===== src/core/ttpc_pkg.sv =====
// shared constants and types for the triac phase-angle output stage
package ttpc_pkg;

  // system clock and mains timing
  localparam int unsigned CLK_HZ         = 20_000_000;
  localparam int unsigned NCH            = 4;
  localparam int unsigned STEPS_PER_HALF = 200;
  localparam logic [7:0]  STEP_LAST      = 8'hC7;
  localparam int unsigned F_MIN_HZ       = 45;
  localparam int unsigned F_MAX_HZ       = 65;
  localparam int unsigned F_NOM_HZ       = 50;
  // shortest legal half period rounds up, longest rounds down
  localparam int unsigned HALF_MIN_CYC   = (CLK_HZ + 2 * F_MAX_HZ - 1) / (2 * F_MAX_HZ);
  localparam int unsigned HALF_MAX_CYC   = CLK_HZ / (2 * F_MIN_HZ);
  localparam int unsigned HALF_NOM_CYC   = CLK_HZ / (2 * F_NOM_HZ);
  localparam int unsigned OFF_PERIODS    = 3;
  localparam logic [3:0]  OFF_HALVES     = 4'(2 * OFF_PERIODS);
  localparam logic [3:0]  MEAS_PHASES    = 4'h4;
  localparam logic [3:0]  PAT_CYCLE_LAST = 4'hB;

  // configuration write offsets
  localparam logic [7:0]  ADR_SWOFF1     = 8'h14;
  localparam logic [7:0]  ADR_OUTCFG     = 8'h1C;
  localparam logic [7:0]  ADR_TOL        = 8'h1D;
  localparam logic [7:0]  ADR_PATTERN    = 8'h20;

  // reset values
  localparam logic [7:0]  RST_SWOFF      = 8'h05;
  localparam logic [7:0]  RST_OUTCFG     = 8'h0F;
  localparam logic [7:0]  RST_TOL        = 8'h00;
  localparam logic [15:0] RST_PATTERN    = 16'h0000;

  // field layout
  localparam int unsigned OUTCFG_HALF_LSB = 4;
  localparam int unsigned TOL_MODE_BIT    = 7;
  localparam logic [7:0]  TOL_WMASK       = 8'h9F;
  localparam logic [4:0]  TOL_CNT_MAX     = 5'h1E;
  localparam int unsigned PAT_W           = 4;

  // percent limits
  localparam logic [7:0]  SWOFF_MIN      = 8'h05;
  localparam logic [7:0]  SWOFF_MAX      = 8'h32;
  localparam logic [7:0]  ANA_PROP_MAX   = 8'h5F;
  localparam logic [7:0]  ANA_FULL       = 8'h64;

  // half-wave pattern codes
  localparam logic [3:0]  PAT_100        = 4'h0;
  localparam logic [3:0]  PAT_50         = 4'h1;
  localparam logic [3:0]  PAT_25         = 4'h2;
  localparam logic [3:0]  PAT_33         = 4'h3;
  localparam logic [3:0]  PAT_50_D1      = 4'h5;
  localparam logic [3:0]  PAT_25_D2      = 4'h6;
  localparam logic [3:0]  PAT_33_D1      = 4'h7;

  typedef enum logic [1:0] {SY_RUN, SY_OFF, SY_MEAS} ttpc_sync_t;

endpackage


===== src/core/ttpc_tb_if.sv =====
// half-wave timebase shared from the sync core to the channels
`timescale 1ns/1ps
interface ttpc_tb_if;
  logic [7:0] step;
  logic       hw_start;
  logic       positive;
  logic       run;
  logic       freq_mode;
  logic [3:0] hw_idx;
  modport src (output step, output hw_start, output positive, output run,
               output freq_mode, output hw_idx);
  modport snk (input step, input hw_start, input positive, input run,
               input freq_mode, input hw_idx);
endinterface // ttpc_tb_if


===== src/core/ttpc_pll.sv =====
// phase accumulator giving 200 steps per measured half period
`timescale 1ns/1ps
module ttpc_pll #(
  parameter int unsigned PW = 18
) (
  input  wire logic          clk,
  input  wire logic          resetn,
  input  wire logic [PW-1:0] period,
  input  wire logic          align,
  input  wire logic          free_run,
  output logic      [7:0]    step,
  output logic               wrap
);
  typedef struct packed {
    logic [PW:0] acc;
    logic [7:0]  step;
    logic        wrap;
  } ttpc_pll_st_t;

  ttpc_pll_st_t st_q;
  ttpc_pll_st_t st_d;

  // add 200 per clock, one step each time the period is passed
  always_comb begin
    logic [PW:0] sum;
    sum = st_q.acc + (PW+1)'(ttpc_pkg::STEPS_PER_HALF);
    st_d = st_q;
    st_d.wrap = 1'b0;
    if (align) begin
      st_d.acc  = '0;
      st_d.step = 8'h00;
    end else if (sum >= {1'b0, period}) begin
      st_d.acc = sum - {1'b0, period};
      if (st_q.step == ttpc_pkg::STEP_LAST) begin
        // held at the last step when the crossing itself closes the half
        if (free_run) begin
          st_d.step = 8'h00;
          st_d.wrap = 1'b1;
        end
      end else begin
        st_d.step = st_q.step + 8'h01;
      end
    end else begin
      st_d.acc = sum;
    end
  end

  always_ff @(posedge clk) begin
    if (!resetn) begin
      st_q <= '0;
    end else begin
      st_q <= st_d;
    end
  end

  assign step = st_q.step;
  assign wrap = st_q.wrap;

  property p_step_range;
    @(posedge clk) disable iff (!resetn) st_q.step <= ttpc_pkg::STEP_LAST;
  endproperty
  a_step_range: assert property (p_step_range) else $error("step beyond 199");
endmodule // ttpc_pll


===== src/core/ttpc_chan.sv =====
// one triac channel: digital, phase-angle and pattern gating
`timescale 1ns/1ps
module ttpc_chan (
  input  wire logic       clk,
  input  wire logic       resetn,
  ttpc_tb_if.snk          tb,
  input  wire logic       analog_sel,
  input  wire logic       half_suppress,
  input  wire logic [7:0] angle,
  input  wire logic       dig_bit,
  input  wire logic [7:0] swoff,
  input  wire logic [3:0] pat_code,
  output logic            drive
);
  typedef struct packed {
    logic [7:0] ang;
    logic       dig_on;
    logic       drive;
  } ttpc_chan_st_t;

  ttpc_chan_st_t st_q;
  ttpc_chan_st_t st_d;
  logic [7:0]    sw;
  logic [7:0]    stop;
  logic [7:0]    start;
  logic          pat_hit;

  // clamp the lead to 5..50 percent; 1 percent is two steps
  always_comb begin
    sw = (swoff < ttpc_pkg::SWOFF_MIN) ? ttpc_pkg::SWOFF_MIN :
         (swoff > ttpc_pkg::SWOFF_MAX) ? ttpc_pkg::SWOFF_MAX : swoff;
    stop  = 8'((ttpc_pkg::ANA_FULL - sw) << 1);
    // above 95 percent the start is held back for open-line sensing
    start = (st_q.ang > ttpc_pkg::ANA_PROP_MAX) ?
            8'((ttpc_pkg::ANA_FULL - ttpc_pkg::ANA_PROP_MAX) << 1) :
            8'((ttpc_pkg::ANA_FULL - st_q.ang) << 1);
  end

  // pattern position within the 12-half-wave cycle
  always_comb begin
    unique case (pat_code)
      ttpc_pkg::PAT_50:    pat_hit = (tb.hw_idx % 4'h2) == 4'h0;
      ttpc_pkg::PAT_25:    pat_hit = (tb.hw_idx % 4'h4) == 4'h0;
      ttpc_pkg::PAT_33:    pat_hit = (tb.hw_idx % 4'h3) == 4'h0;
      ttpc_pkg::PAT_50_D1: pat_hit = (tb.hw_idx % 4'h2) == 4'h1;
      ttpc_pkg::PAT_25_D2: pat_hit = (tb.hw_idx % 4'h4) == 4'h2;
      ttpc_pkg::PAT_33_D1: pat_hit = (tb.hw_idx % 4'h3) == 4'h1;
      default:             pat_hit = 1'b1;
    endcase
  end

  // latch values at half-wave starts, then gate the drive
  always_comb begin
    logic ok;
    ok = tb.run && (tb.step < stop)
         && (tb.positive || !(half_suppress && !tb.freq_mode))
         && (!tb.freq_mode || pat_hit);
    st_d = st_q;
    if (tb.hw_start && tb.positive) begin
      st_d.ang = (angle > ttpc_pkg::ANA_FULL) ? ttpc_pkg::ANA_FULL : angle;
    end
    if (tb.hw_start) begin
      if (!dig_bit) begin
        st_d.dig_on = 1'b0;
      end else if (tb.positive) begin
        st_d.dig_on = 1'b1;
      end
    end
    if (analog_sel) begin
      st_d.drive = ok && (st_q.ang > sw) && (tb.step >= start);
    end else begin
      st_d.drive = ok && st_q.dig_on;
    end
  end

  always_ff @(posedge clk) begin
    if (!resetn) begin
      st_q <= '0;
    end else begin
      st_q <= st_d;
    end
  end

  assign drive = st_q.drive;

  property p_no_late_fire;
    @(posedge clk) disable iff (!resetn) drive |-> $past(tb.step) < $past(stop);
  endproperty
  a_no_late_fire: assert property (p_no_late_fire) else $error("fired after stop");
endmodule // ttpc_chan


===== src/core/ttpc_top.sv =====
// four-channel mains-synchronous triac output configuration and timing
//
// Contract
// - pattern gating applies only in frequency mode; firing angle unchanged.
// - 16-bit pattern, 4 bits per channel; codes 0..3 give 100/50/25/33.
// - codes 5, 6, 7 give 50, 25, 33 with half-wave offsets 1, 2, 1.
// - per-channel lead of 5..50 percent sets the drive cut before crossing.
// - every lead setting resets to 5 percent.
// - never fire at or after the cut point of a half-wave.
// - setup bits 0..3 pick digital bit or analog angle per channel.
// - setup bits 4..7 suppress the negative half-wave per channel.
// - negative half-wave suppression is ignored in frequency mode.
// - channel setup resets to 15: all analog, full wave.
// - the commutation angle acts only on analog channels.
// - after the set error count, outputs off three periods, then resync.
// - policy bit 7 picks fast or PLL resync; whole register resets to 0.
// - fast mode realigns the trigger point at every zero crossing.
// - PLL mode averages intervals and measures extra phases before restart.
// - timebase of 200 steps per half-wave shared by all channels.
// - lost or short periods cut outputs and raise the dropout flag.
// - analog fires only above the lead, proportional to 95, new value on positive half.
// - digital on at positive voltage zero, off at any half-wave boundary with the bit low.
`timescale 1ns/1ps
module ttpc_top #(
  parameter int unsigned NCH          = ttpc_pkg::NCH,
  parameter int unsigned MIN_HALF_CYC = ttpc_pkg::HALF_MIN_CYC,
  parameter int unsigned MAX_HALF_CYC = ttpc_pkg::HALF_MAX_CYC,
  parameter int unsigned NOM_HALF_CYC = ttpc_pkg::HALF_NOM_CYC
) (
  input  wire logic                clk,
  input  wire logic                resetn,
  input  wire logic                cfg_wr_en,
  input  wire logic [7:0]          cfg_addr,
  input  wire logic [15:0]         cfg_wdata,
  input  wire logic                freq_mode,
  input  wire logic [NCH-1:0][7:0] commutation_angle_ch,
  input  wire logic [NCH-1:0]      switching_state_bits,
  input  wire logic                zero_cross_in,
  output logic      [NCH-1:0]      triac_drive,
  output logic                     zero_cross_dropout_flag,
  output logic                     zero_cross_polarity,
  output logic [7:0]               zero_cross_error_policy_rd
);
  localparam int unsigned PW = $clog2(MAX_HALF_CYC + 2);

  typedef struct packed {
    logic [15:0]          pattern;
    logic [NCH-1:0][7:0]  swoff;
    logic [7:0]           outcfg;
    logic [7:0]           tol;
    logic [2:0]           zc_sync;
    logic [PW-1:0]        iv_cnt;
    logic [PW-1:0]        period;
    logic [4:0]           err_cnt;
    logic [3:0]           halves;
    ttpc_pkg::ttpc_sync_t mode;
    logic                 dropout;
    logic [3:0]           hw_idx;
    logic                 positive;
    logic                 hw_start;
    logic                 align;
  } ttpc_top_st_t;

  ttpc_top_st_t  st_q;
  ttpc_top_st_t  st_d;
  ttpc_tb_if     tb ();
  logic [7:0]    step;
  logic          pll_wrap;
  logic          edge_seen;
  logic          short_iv;
  logic          timeout;
  logic          good_zc;
  logic          err_ev;
  logic          pll_mode;
  logic [4:0]    tol_lim;
  logic [PW-1:0] iv_len;

  // crossing qualification; an edge is the second and third sync stages differing
  always_comb begin
    edge_seen = st_q.zc_sync[1] ^ st_q.zc_sync[2];
    iv_len    = st_q.iv_cnt + PW'(1);
    short_iv  = edge_seen && (iv_len < PW'(MIN_HALF_CYC));
    timeout   = !edge_seen && (st_q.iv_cnt >= PW'(MAX_HALF_CYC));
    good_zc   = edge_seen && !short_iv;
    err_ev    = short_iv || timeout;
    pll_mode  = st_q.tol[ttpc_pkg::TOL_MODE_BIT];
    tol_lim   = (st_q.tol[4:0] > ttpc_pkg::TOL_CNT_MAX) ? ttpc_pkg::TOL_CNT_MAX
                                                        : st_q.tol[4:0];
  end

  // configuration writes and the sync supervisor
  always_comb begin
    st_d = st_q;
    st_d.hw_start = 1'b0;
    st_d.align    = 1'b0;
    st_d.zc_sync  = {st_q.zc_sync[1:0], zero_cross_in};
    if (cfg_wr_en) begin
      for (int i = 0; i < NCH; i++) begin
        if (cfg_addr == 8'(ttpc_pkg::ADR_SWOFF1 + 2 * i)) begin
          st_d.swoff[i] = cfg_wdata[7:0];
        end
      end
      if (cfg_addr == ttpc_pkg::ADR_OUTCFG) begin
        st_d.outcfg = cfg_wdata[7:0];
      end
      if (cfg_addr == ttpc_pkg::ADR_TOL) begin
        st_d.tol = cfg_wdata[7:0] & ttpc_pkg::TOL_WMASK;
      end
      if (cfg_addr == ttpc_pkg::ADR_PATTERN) begin
        st_d.pattern = cfg_wdata;
      end
    end
    // interval counter restarts at each crossing and on each timeout
    if (edge_seen || timeout) begin
      st_d.iv_cnt = '0;
    end else begin
      st_d.iv_cnt = iv_len;
    end
    // timebase: fast tracks each interval, PLL averages old and new
    if (good_zc) begin
      if (pll_mode) begin
        st_d.period = PW'(({1'b0, st_q.period} + {1'b0, iv_len}) >> 1);
      end else begin
        st_d.period = iv_len;
      end
    end
    unique case (st_q.mode)
      ttpc_pkg::SY_RUN: begin
        if (err_ev) begin
          if (st_q.err_cnt >= tol_lim) begin
            st_d.mode    = ttpc_pkg::SY_OFF;
            st_d.dropout = 1'b1;
            st_d.halves  = 4'h0;
            st_d.err_cnt = 5'h00;
          end else begin
            st_d.err_cnt = st_q.err_cnt + 5'h01;
          end
        end else if (!pll_mode && good_zc) begin
          st_d.align    = 1'b1;
          st_d.hw_start = 1'b1;
          st_d.positive = st_q.zc_sync[1];
        end else if (pll_mode && pll_wrap) begin
          // free running half-waves between measured crossings
          st_d.hw_start = 1'b1;
          st_d.positive = !st_q.positive;
        end
      end
      ttpc_pkg::SY_OFF: begin
        // outputs stay off for at least three whole mains periods
        if (err_ev) begin
          st_d.halves = 4'h0;
        end else if (good_zc) begin
          if (st_q.halves == ttpc_pkg::OFF_HALVES - 4'h1) begin
            st_d.halves = 4'h0;
            if (pll_mode) begin
              st_d.mode = ttpc_pkg::SY_MEAS;
            end else begin
              st_d.mode     = ttpc_pkg::SY_RUN;
              st_d.dropout  = 1'b0;
              st_d.align    = 1'b1;
              st_d.hw_start = 1'b1;
              st_d.positive = st_q.zc_sync[1];
            end
          end else begin
            st_d.halves = st_q.halves + 4'h1;
          end
        end
      end
      ttpc_pkg::SY_MEAS: begin
        // extra measured intervals settle the average before restart
        if (err_ev) begin
          st_d.mode   = ttpc_pkg::SY_OFF;
          st_d.halves = 4'h0;
        end else if (good_zc) begin
          if (st_q.halves == ttpc_pkg::MEAS_PHASES - 4'h1) begin
            st_d.mode     = ttpc_pkg::SY_RUN;
            st_d.dropout  = 1'b0;
            st_d.halves   = 4'h0;
            st_d.align    = 1'b1;
            st_d.hw_start = 1'b1;
            st_d.positive = st_q.zc_sync[1];
          end else begin
            st_d.halves = st_q.halves + 4'h1;
          end
        end
      end
      default: begin
        st_d.mode = ttpc_pkg::SY_OFF;
      end
    endcase
    // 12 half-waves hold every pattern period of 2, 3 and 4
    if (st_d.hw_start) begin
      st_d.hw_idx = (st_q.hw_idx == ttpc_pkg::PAT_CYCLE_LAST) ? 4'h0
                                                              : st_q.hw_idx + 4'h1;
    end
  end

  // startup waits out three periods just like a trip
  always_ff @(posedge clk) begin
    if (!resetn) begin
      st_q.pattern  <= ttpc_pkg::RST_PATTERN;
      st_q.swoff    <= {NCH{ttpc_pkg::RST_SWOFF}};
      st_q.outcfg   <= ttpc_pkg::RST_OUTCFG;
      st_q.tol      <= ttpc_pkg::RST_TOL;
      st_q.zc_sync  <= 3'h0;
      st_q.iv_cnt   <= '0;
      st_q.period   <= PW'(NOM_HALF_CYC);
      st_q.err_cnt  <= 5'h00;
      st_q.halves   <= 4'h0;
      st_q.mode     <= ttpc_pkg::SY_OFF;
      st_q.dropout  <= 1'b0;
      st_q.hw_idx   <= 4'h0;
      st_q.positive <= 1'b0;
      st_q.hw_start <= 1'b0;
      st_q.align    <= 1'b0;
    end else begin
      st_q <= st_d;
    end
  end

  // shared 200-step timebase
  ttpc_pll #(
    .PW       (PW)
  ) u_pll (
    .clk      (clk),
    .resetn   (resetn),
    .period   (st_q.period),
    .align    (st_q.align),
    .free_run (pll_mode),
    .step     (step),
    .wrap     (pll_wrap)
  );

  // timebase fan-out to the channels
  assign tb.step      = step;
  assign tb.hw_start  = st_q.hw_start;
  assign tb.positive  = st_q.positive;
  assign tb.run       = (st_q.mode == ttpc_pkg::SY_RUN);
  assign tb.freq_mode = freq_mode;
  assign tb.hw_idx    = st_q.hw_idx;

  for (genvar c = 0; c < NCH; c++) begin : g_chan
    ttpc_chan u_chan (
      .clk           (clk),
      .resetn        (resetn),
      .tb            (tb),
      .analog_sel    (st_q.outcfg[c]),
      .half_suppress (st_q.outcfg[ttpc_pkg::OUTCFG_HALF_LSB + c]),
      .angle         (commutation_angle_ch[c]),
      .dig_bit       (switching_state_bits[c]),
      .swoff         (st_q.swoff[c]),
      .pat_code      (st_q.pattern[c*ttpc_pkg::PAT_W +: ttpc_pkg::PAT_W]),
      .drive         (triac_drive[c])
    );
  end

  assign zero_cross_dropout_flag    = st_q.dropout;
  assign zero_cross_polarity        = st_q.positive;
  assign zero_cross_error_policy_rd = st_q.tol;

  property p_reset_values;
    @(posedge clk) !resetn |=> (st_q.swoff == {NCH{ttpc_pkg::RST_SWOFF}})
      && (st_q.outcfg == ttpc_pkg::RST_OUTCFG) && (st_q.tol == ttpc_pkg::RST_TOL);
  endproperty
  a_reset_values: assert property (p_reset_values) else $error("bad reset value");

  property p_reserved_zero;
    @(posedge clk) disable iff (!resetn) zero_cross_error_policy_rd[6:5] == 2'h0;
  endproperty
  a_reserved_zero: assert property (p_reserved_zero) else $error("reserved bits set");

  property p_cut_when_off;
    @(posedge clk) disable iff (!resetn) (st_q.mode != ttpc_pkg::SY_RUN) |=> triac_drive == '0;
  endproperty
  a_cut_when_off: assert property (p_cut_when_off) else $error("drive while not synced");

  property p_off_min_time;
    @(posedge clk) disable iff (!resetn)
      ($past(st_q.mode) == ttpc_pkg::SY_OFF) && (st_q.mode != ttpc_pkg::SY_OFF)
      |-> $past(st_q.halves) == ttpc_pkg::OFF_HALVES - 4'h1;
  endproperty
  a_off_min_time: assert property (p_off_min_time) else $error("left off state early");

  property p_trip_sets_flag;
    @(posedge clk) disable iff (!resetn)
      (st_q.mode == ttpc_pkg::SY_RUN) && err_ev && (st_q.err_cnt >= tol_lim)
      |=> zero_cross_dropout_flag && (st_q.mode == ttpc_pkg::SY_OFF);
  endproperty
  a_trip_sets_flag: assert property (p_trip_sets_flag) else $error("trip not taken");

  property p_fast_realign;
    @(posedge clk) disable iff (!resetn)
      (st_q.mode == ttpc_pkg::SY_RUN) && !pll_mode && good_zc
      |=> st_q.hw_start ##1 (step == 8'h00);
  endproperty
  a_fast_realign: assert property (p_fast_realign) else $error("no realign at crossing");

  property p_pll_measures;
    @(posedge clk) disable iff (!resetn)
      ($past(st_q.mode) == ttpc_pkg::SY_OFF) && (st_q.mode == ttpc_pkg::SY_RUN) |-> !pll_mode;
  endproperty
  a_pll_measures: assert property (p_pll_measures) else $error("pll skipped measuring");

  property p_pll_average;
    @(posedge clk) disable iff (!resetn)
      good_zc && pll_mode && $stable(pll_mode)
      |=> st_q.period == PW'(({1'b0, $past(st_q.period)} + {1'b0, $past(iv_len)}) >> 1);
  endproperty
  a_pll_average: assert property (p_pll_average) else $error("period not averaged");

  property p_pattern_off;
    @(posedge clk) disable iff (!resetn)
      freq_mode && (st_q.pattern[7:4] == ttpc_pkg::PAT_50) && st_q.hw_idx[0]
      |=> !triac_drive[1];
  endproperty
  a_pattern_off: assert property (p_pattern_off) else $error("pattern skip fired");

  property p_half_suppress;
    @(posedge clk) disable iff (!resetn)
      !freq_mode && st_q.outcfg[ttpc_pkg::OUTCFG_HALF_LSB] && !st_q.positive
      |=> !triac_drive[0];
  endproperty
  a_half_suppress: assert property (p_half_suppress) else $error("negative half fired");
endmodule // ttpc_top


===== config.mk =====
export PLATFORM = sky130hd
export DESIGN_NAME = ttpc_top
export DESIGN_NICKNAME = d
export VERILOG_FILES = /design/src/core/ttpc_pkg.sv /design/src/core/ttpc_tb_if.sv /design/src/core/ttpc_pll.sv /design/src/core/ttpc_chan.sv /design/src/core/ttpc_top.sv
export SDC_FILE = /design/constraint.sdc
export NUM_CORES = 1
export LEC_CHECK = 0
export BUFFER_PORTS_ARGS = -buffer_cell sky130_fd_sc_hd__buf_2
export CAP_MARGIN = 20
export CORE_ASPECT_RATIO = 0.75
export CORE_MARGIN = 1
export CORE_UTILIZATION = 30
export CTS_BUF_LIST = sky130_fd_sc_hd__clkbuf_2
export DETAILED_ROUTE_END_ITERATION = 6
export PLACE_DENSITY = 0.49
export SKIP_LAST_GASP = 1
export SLEW_MARGIN = 20
export SYNTH_ARGS = -nofsm -noshare
export SYNTH_HDL_FRONTEND = slang
export SYNTH_SLANG_ARGS = --single-unit

===== constraint.sdc =====
create_clock -name clk -period 6.5 [get_ports clk]
set_input_delay 0.975 -clock clk [delete_from_list [all_inputs] [get_ports clk]]
set_output_delay 0.975 -clock clk [all_outputs]
set_load 0.005 [all_outputs]

==> reports/metrics.cfg <==
[place]
dp_cells=2268
place_area_um2=14300
io_buffers=76
hpwl_mm=28.0
place_ws_ps=2480
gp_congestion=0.833

[synthesis]
yosysSeqAreaShare_pct=28.0
yosysTopAreaCell=dfxtp_1
netlist_area_um2=13500
synth-simple-area-share_pct=23.1
synth_top_family_by_area=simple AND/OR/NAND/NOR gates
synth-seq-cells=188
synth_cells=1668
synthTopCellsByArea=dfxtp_1, ha_1, nand2_1, mux2i_1, a21oi_1
ys_types=82
synth_top_area_share_pct=28.0
synth_edf_count=0
synth_adder_area_share_pct=14.1
synth-async-reset-ratio_pct=0
synth_xor_area_share_pct=5.08
yosysWarnings=0
avgSynthCellArea_um2=8.07
ys.flop_type=dfxtp_1
synth_compound_area_share_pct=20.5
muxShareOfSynthArea_pct=4.31

[finish]
nFillCells=4629
layout_commonest_cell=nand2_1
nNetsFinal=1921
final_cell_area_um2=14600
stdcell_count=2303
drive_above_1_share_pct=7.96
area_growth_pct=8.30
final_util_pct=33.3
regArea_um2=3760
multi_input_area_um2=9070
layout_common_cells=nand2_1, dfxtp_1, ha_1, a21oi_1, nor2_1

[sta]
fin_setup_tns_ps=0
max_freq_ghz=0.246
layout_setup_ws_ps=2440
whs_ps=257
max_slew.worst_pin.slew_ps=1010
slew_headroom_pct=32.4
rsz0062_at_grt=no
fin_crit_ps=4060
fin_skew_ps=45.2
period_share_pct=62.5
slew_violations=0
setup_viol=0
finalHoldViolCount=0

[worst_setup_path]
worstSetupEndpointType=flip-flop
crit_family=simple AND/OR/NAND/NOR gates
arrival_ps=4940
cpPeakStageDelay_ps=730
cp_cell_sequence=and3_1, or3_1, and3_1, nand3_1, xnor2_1, ha_1, a21oi_1, nor3b_1, a211oi_1, o21ai_0, and2_1, nor2_1, a32o_1
slowest_stage=and2_1
cpMostUsedCell=and3_1
critPathBufInv=0
rrSetupSlack_ps=2440
required_ps=7370
crit_fanout=18
crit_type=flip-flop to flip-flop
critPathLaunchType=flip-flop

[floorplanning]
die_w_um=247
die_area_um2=45700
start_util_pct=30.7
rows=66
dieHeight_um=185
pin_count=79
core-area_um2=43800

[global_routing]
grt_use_total_pct=16.7
antenna_found_initial=3
grt_pass1_vias=10900
grt_max_degree=94
grt_pass1_wl_mm=59.7
grt_overflow=0

[route]
ant_nets=0
via_per_inst=5.13
wire_per_inst_um=16.1
drtIter0Drc=831
finalWirelength_mm=37.2
drcViolationCount=0
drt_pass1_iterations=5
via_count=11800

[clocking]
h-tree-depth=4
cts_root_buffer=clkbuf_2
tritoncts=built
clock_latency_ps=930
ctsResizeCount=0
path_clk_slew_ps=320
cts_max_path_buffers=2
cts_made_buffers=17
postCtsSetupRepairBufs=0
cts_sinks=188
cts_hold_buf=0

[worst_hold_path]
min_path_type=input pin to flip-flop

[pwr]
powerDensity_nw_per_um2=153
power_mw=2.23
p_leak_nw=6.51
ir_drop_uv=97.8

[run]
maxCapViolations=0

[status]
outcome=complete, no violations

-- routing by layer --
metal,vias up,share of wire [%],track usage (%)
met2,207,41,23.7
met5,-,0,0
met3,15,4.3,2.85
li1,6036,-,-
met4,0,0.59,3.75
met1,5558,55,25.5
-- cells in the mapped netlist (5+ instances only) --
master / instances
nand2_1: 198
dfxtp_1: 188
ha_1: 145
a21oi_1: 107
nor2_1: 106
o21ai_0: 95
inv_1: 91
nor2b_1: 75
mux2i_1: 58
clkbuf_1: 49
xnor2_1: 46
a21o_1: 37
nand3_1: 37
nor3_1: 36
xor2_1: 32
and3_1: 27
a21boi_0: 25
a211oi_1: 23
nor3b_1: 22
nand2b_1: 21
nand4_1: 17
a22oi_1: 16
o211ai_1: 14
nand3b_1: 13
and2_1: 12
buf_4: 12
a31oi_1: 11
nor4_1: 9
o21a_1: 9
a311oi_1: 8
a211o_1: 7
or2_2: 7
o31ai_1: 6
and4_1: 5
o2111ai_1: 5
o31a_1: 5
or3_1: 5
-- tightest hold or removal path: cells and delay by family --
kind / cells / cell delay [ps]
AO/OA/AOI/OAI: 1 / 50
buffers and inverters: 2 / 140
-- registers in the layout, summed over array words and instances, names as in the netlist --
name	cells
u_pll.wrap	1
zero_cross_polarity	1
zero_cross_error_policy_rd	6
tb.hw_idx	4
zero_cross_dropout_flag	1
st_d	2
g_chan.u_chan.drive	4
u_pll.st_q	19
u_pll.step	8
tb.hw_start	1
st_q	105
g_chan.u_chan.st_q	36
-- worst paths after layout --
check	startpoint	to	depth (start not counted)
worst max-delay path	u_pll.st_q[13]	u_pll.step[4]	13
worst min-delay path	commutation_angle_ch[2]	g_chan[0].u_chan.st_q[4]	3
worst max register to register	u_pll.st_q[13]	u_pll.step[4]	13
worst min register to register	st_d[56]	st_d[57]	1
-- layout make-up --
cell class              instances  area share [%]
multi-input cells            1329            62.2
flip-flops and latches        188            25.8
well taps                     578            4.96
repair buffers                 81            2.88
inverters                      92            2.37
clock inverters                14            1.06
clock buffers                  17           0.584
diodes                          4          0.0687
-- kinds of logic after synthesis --
family | Yosys count
XOR/XNOR | 78
AO/OA/AOI/OAI | 421
adder cells (fa/ha/maj) | 151
flip-flops | 188
buffers and inverters | 159
other | 2
AND/OR/NAND/NOR | 611
multiplexers | 58
-- power breakdown --
| part | switching (mW) | internal (mW) |
|---|---|---|
| logic | 0.225 | 0.156 |
| registers | 0.0205 | 1.18 |
| clock network | 0.494 | 0.155 |
(Power assumes the default switching activity.)
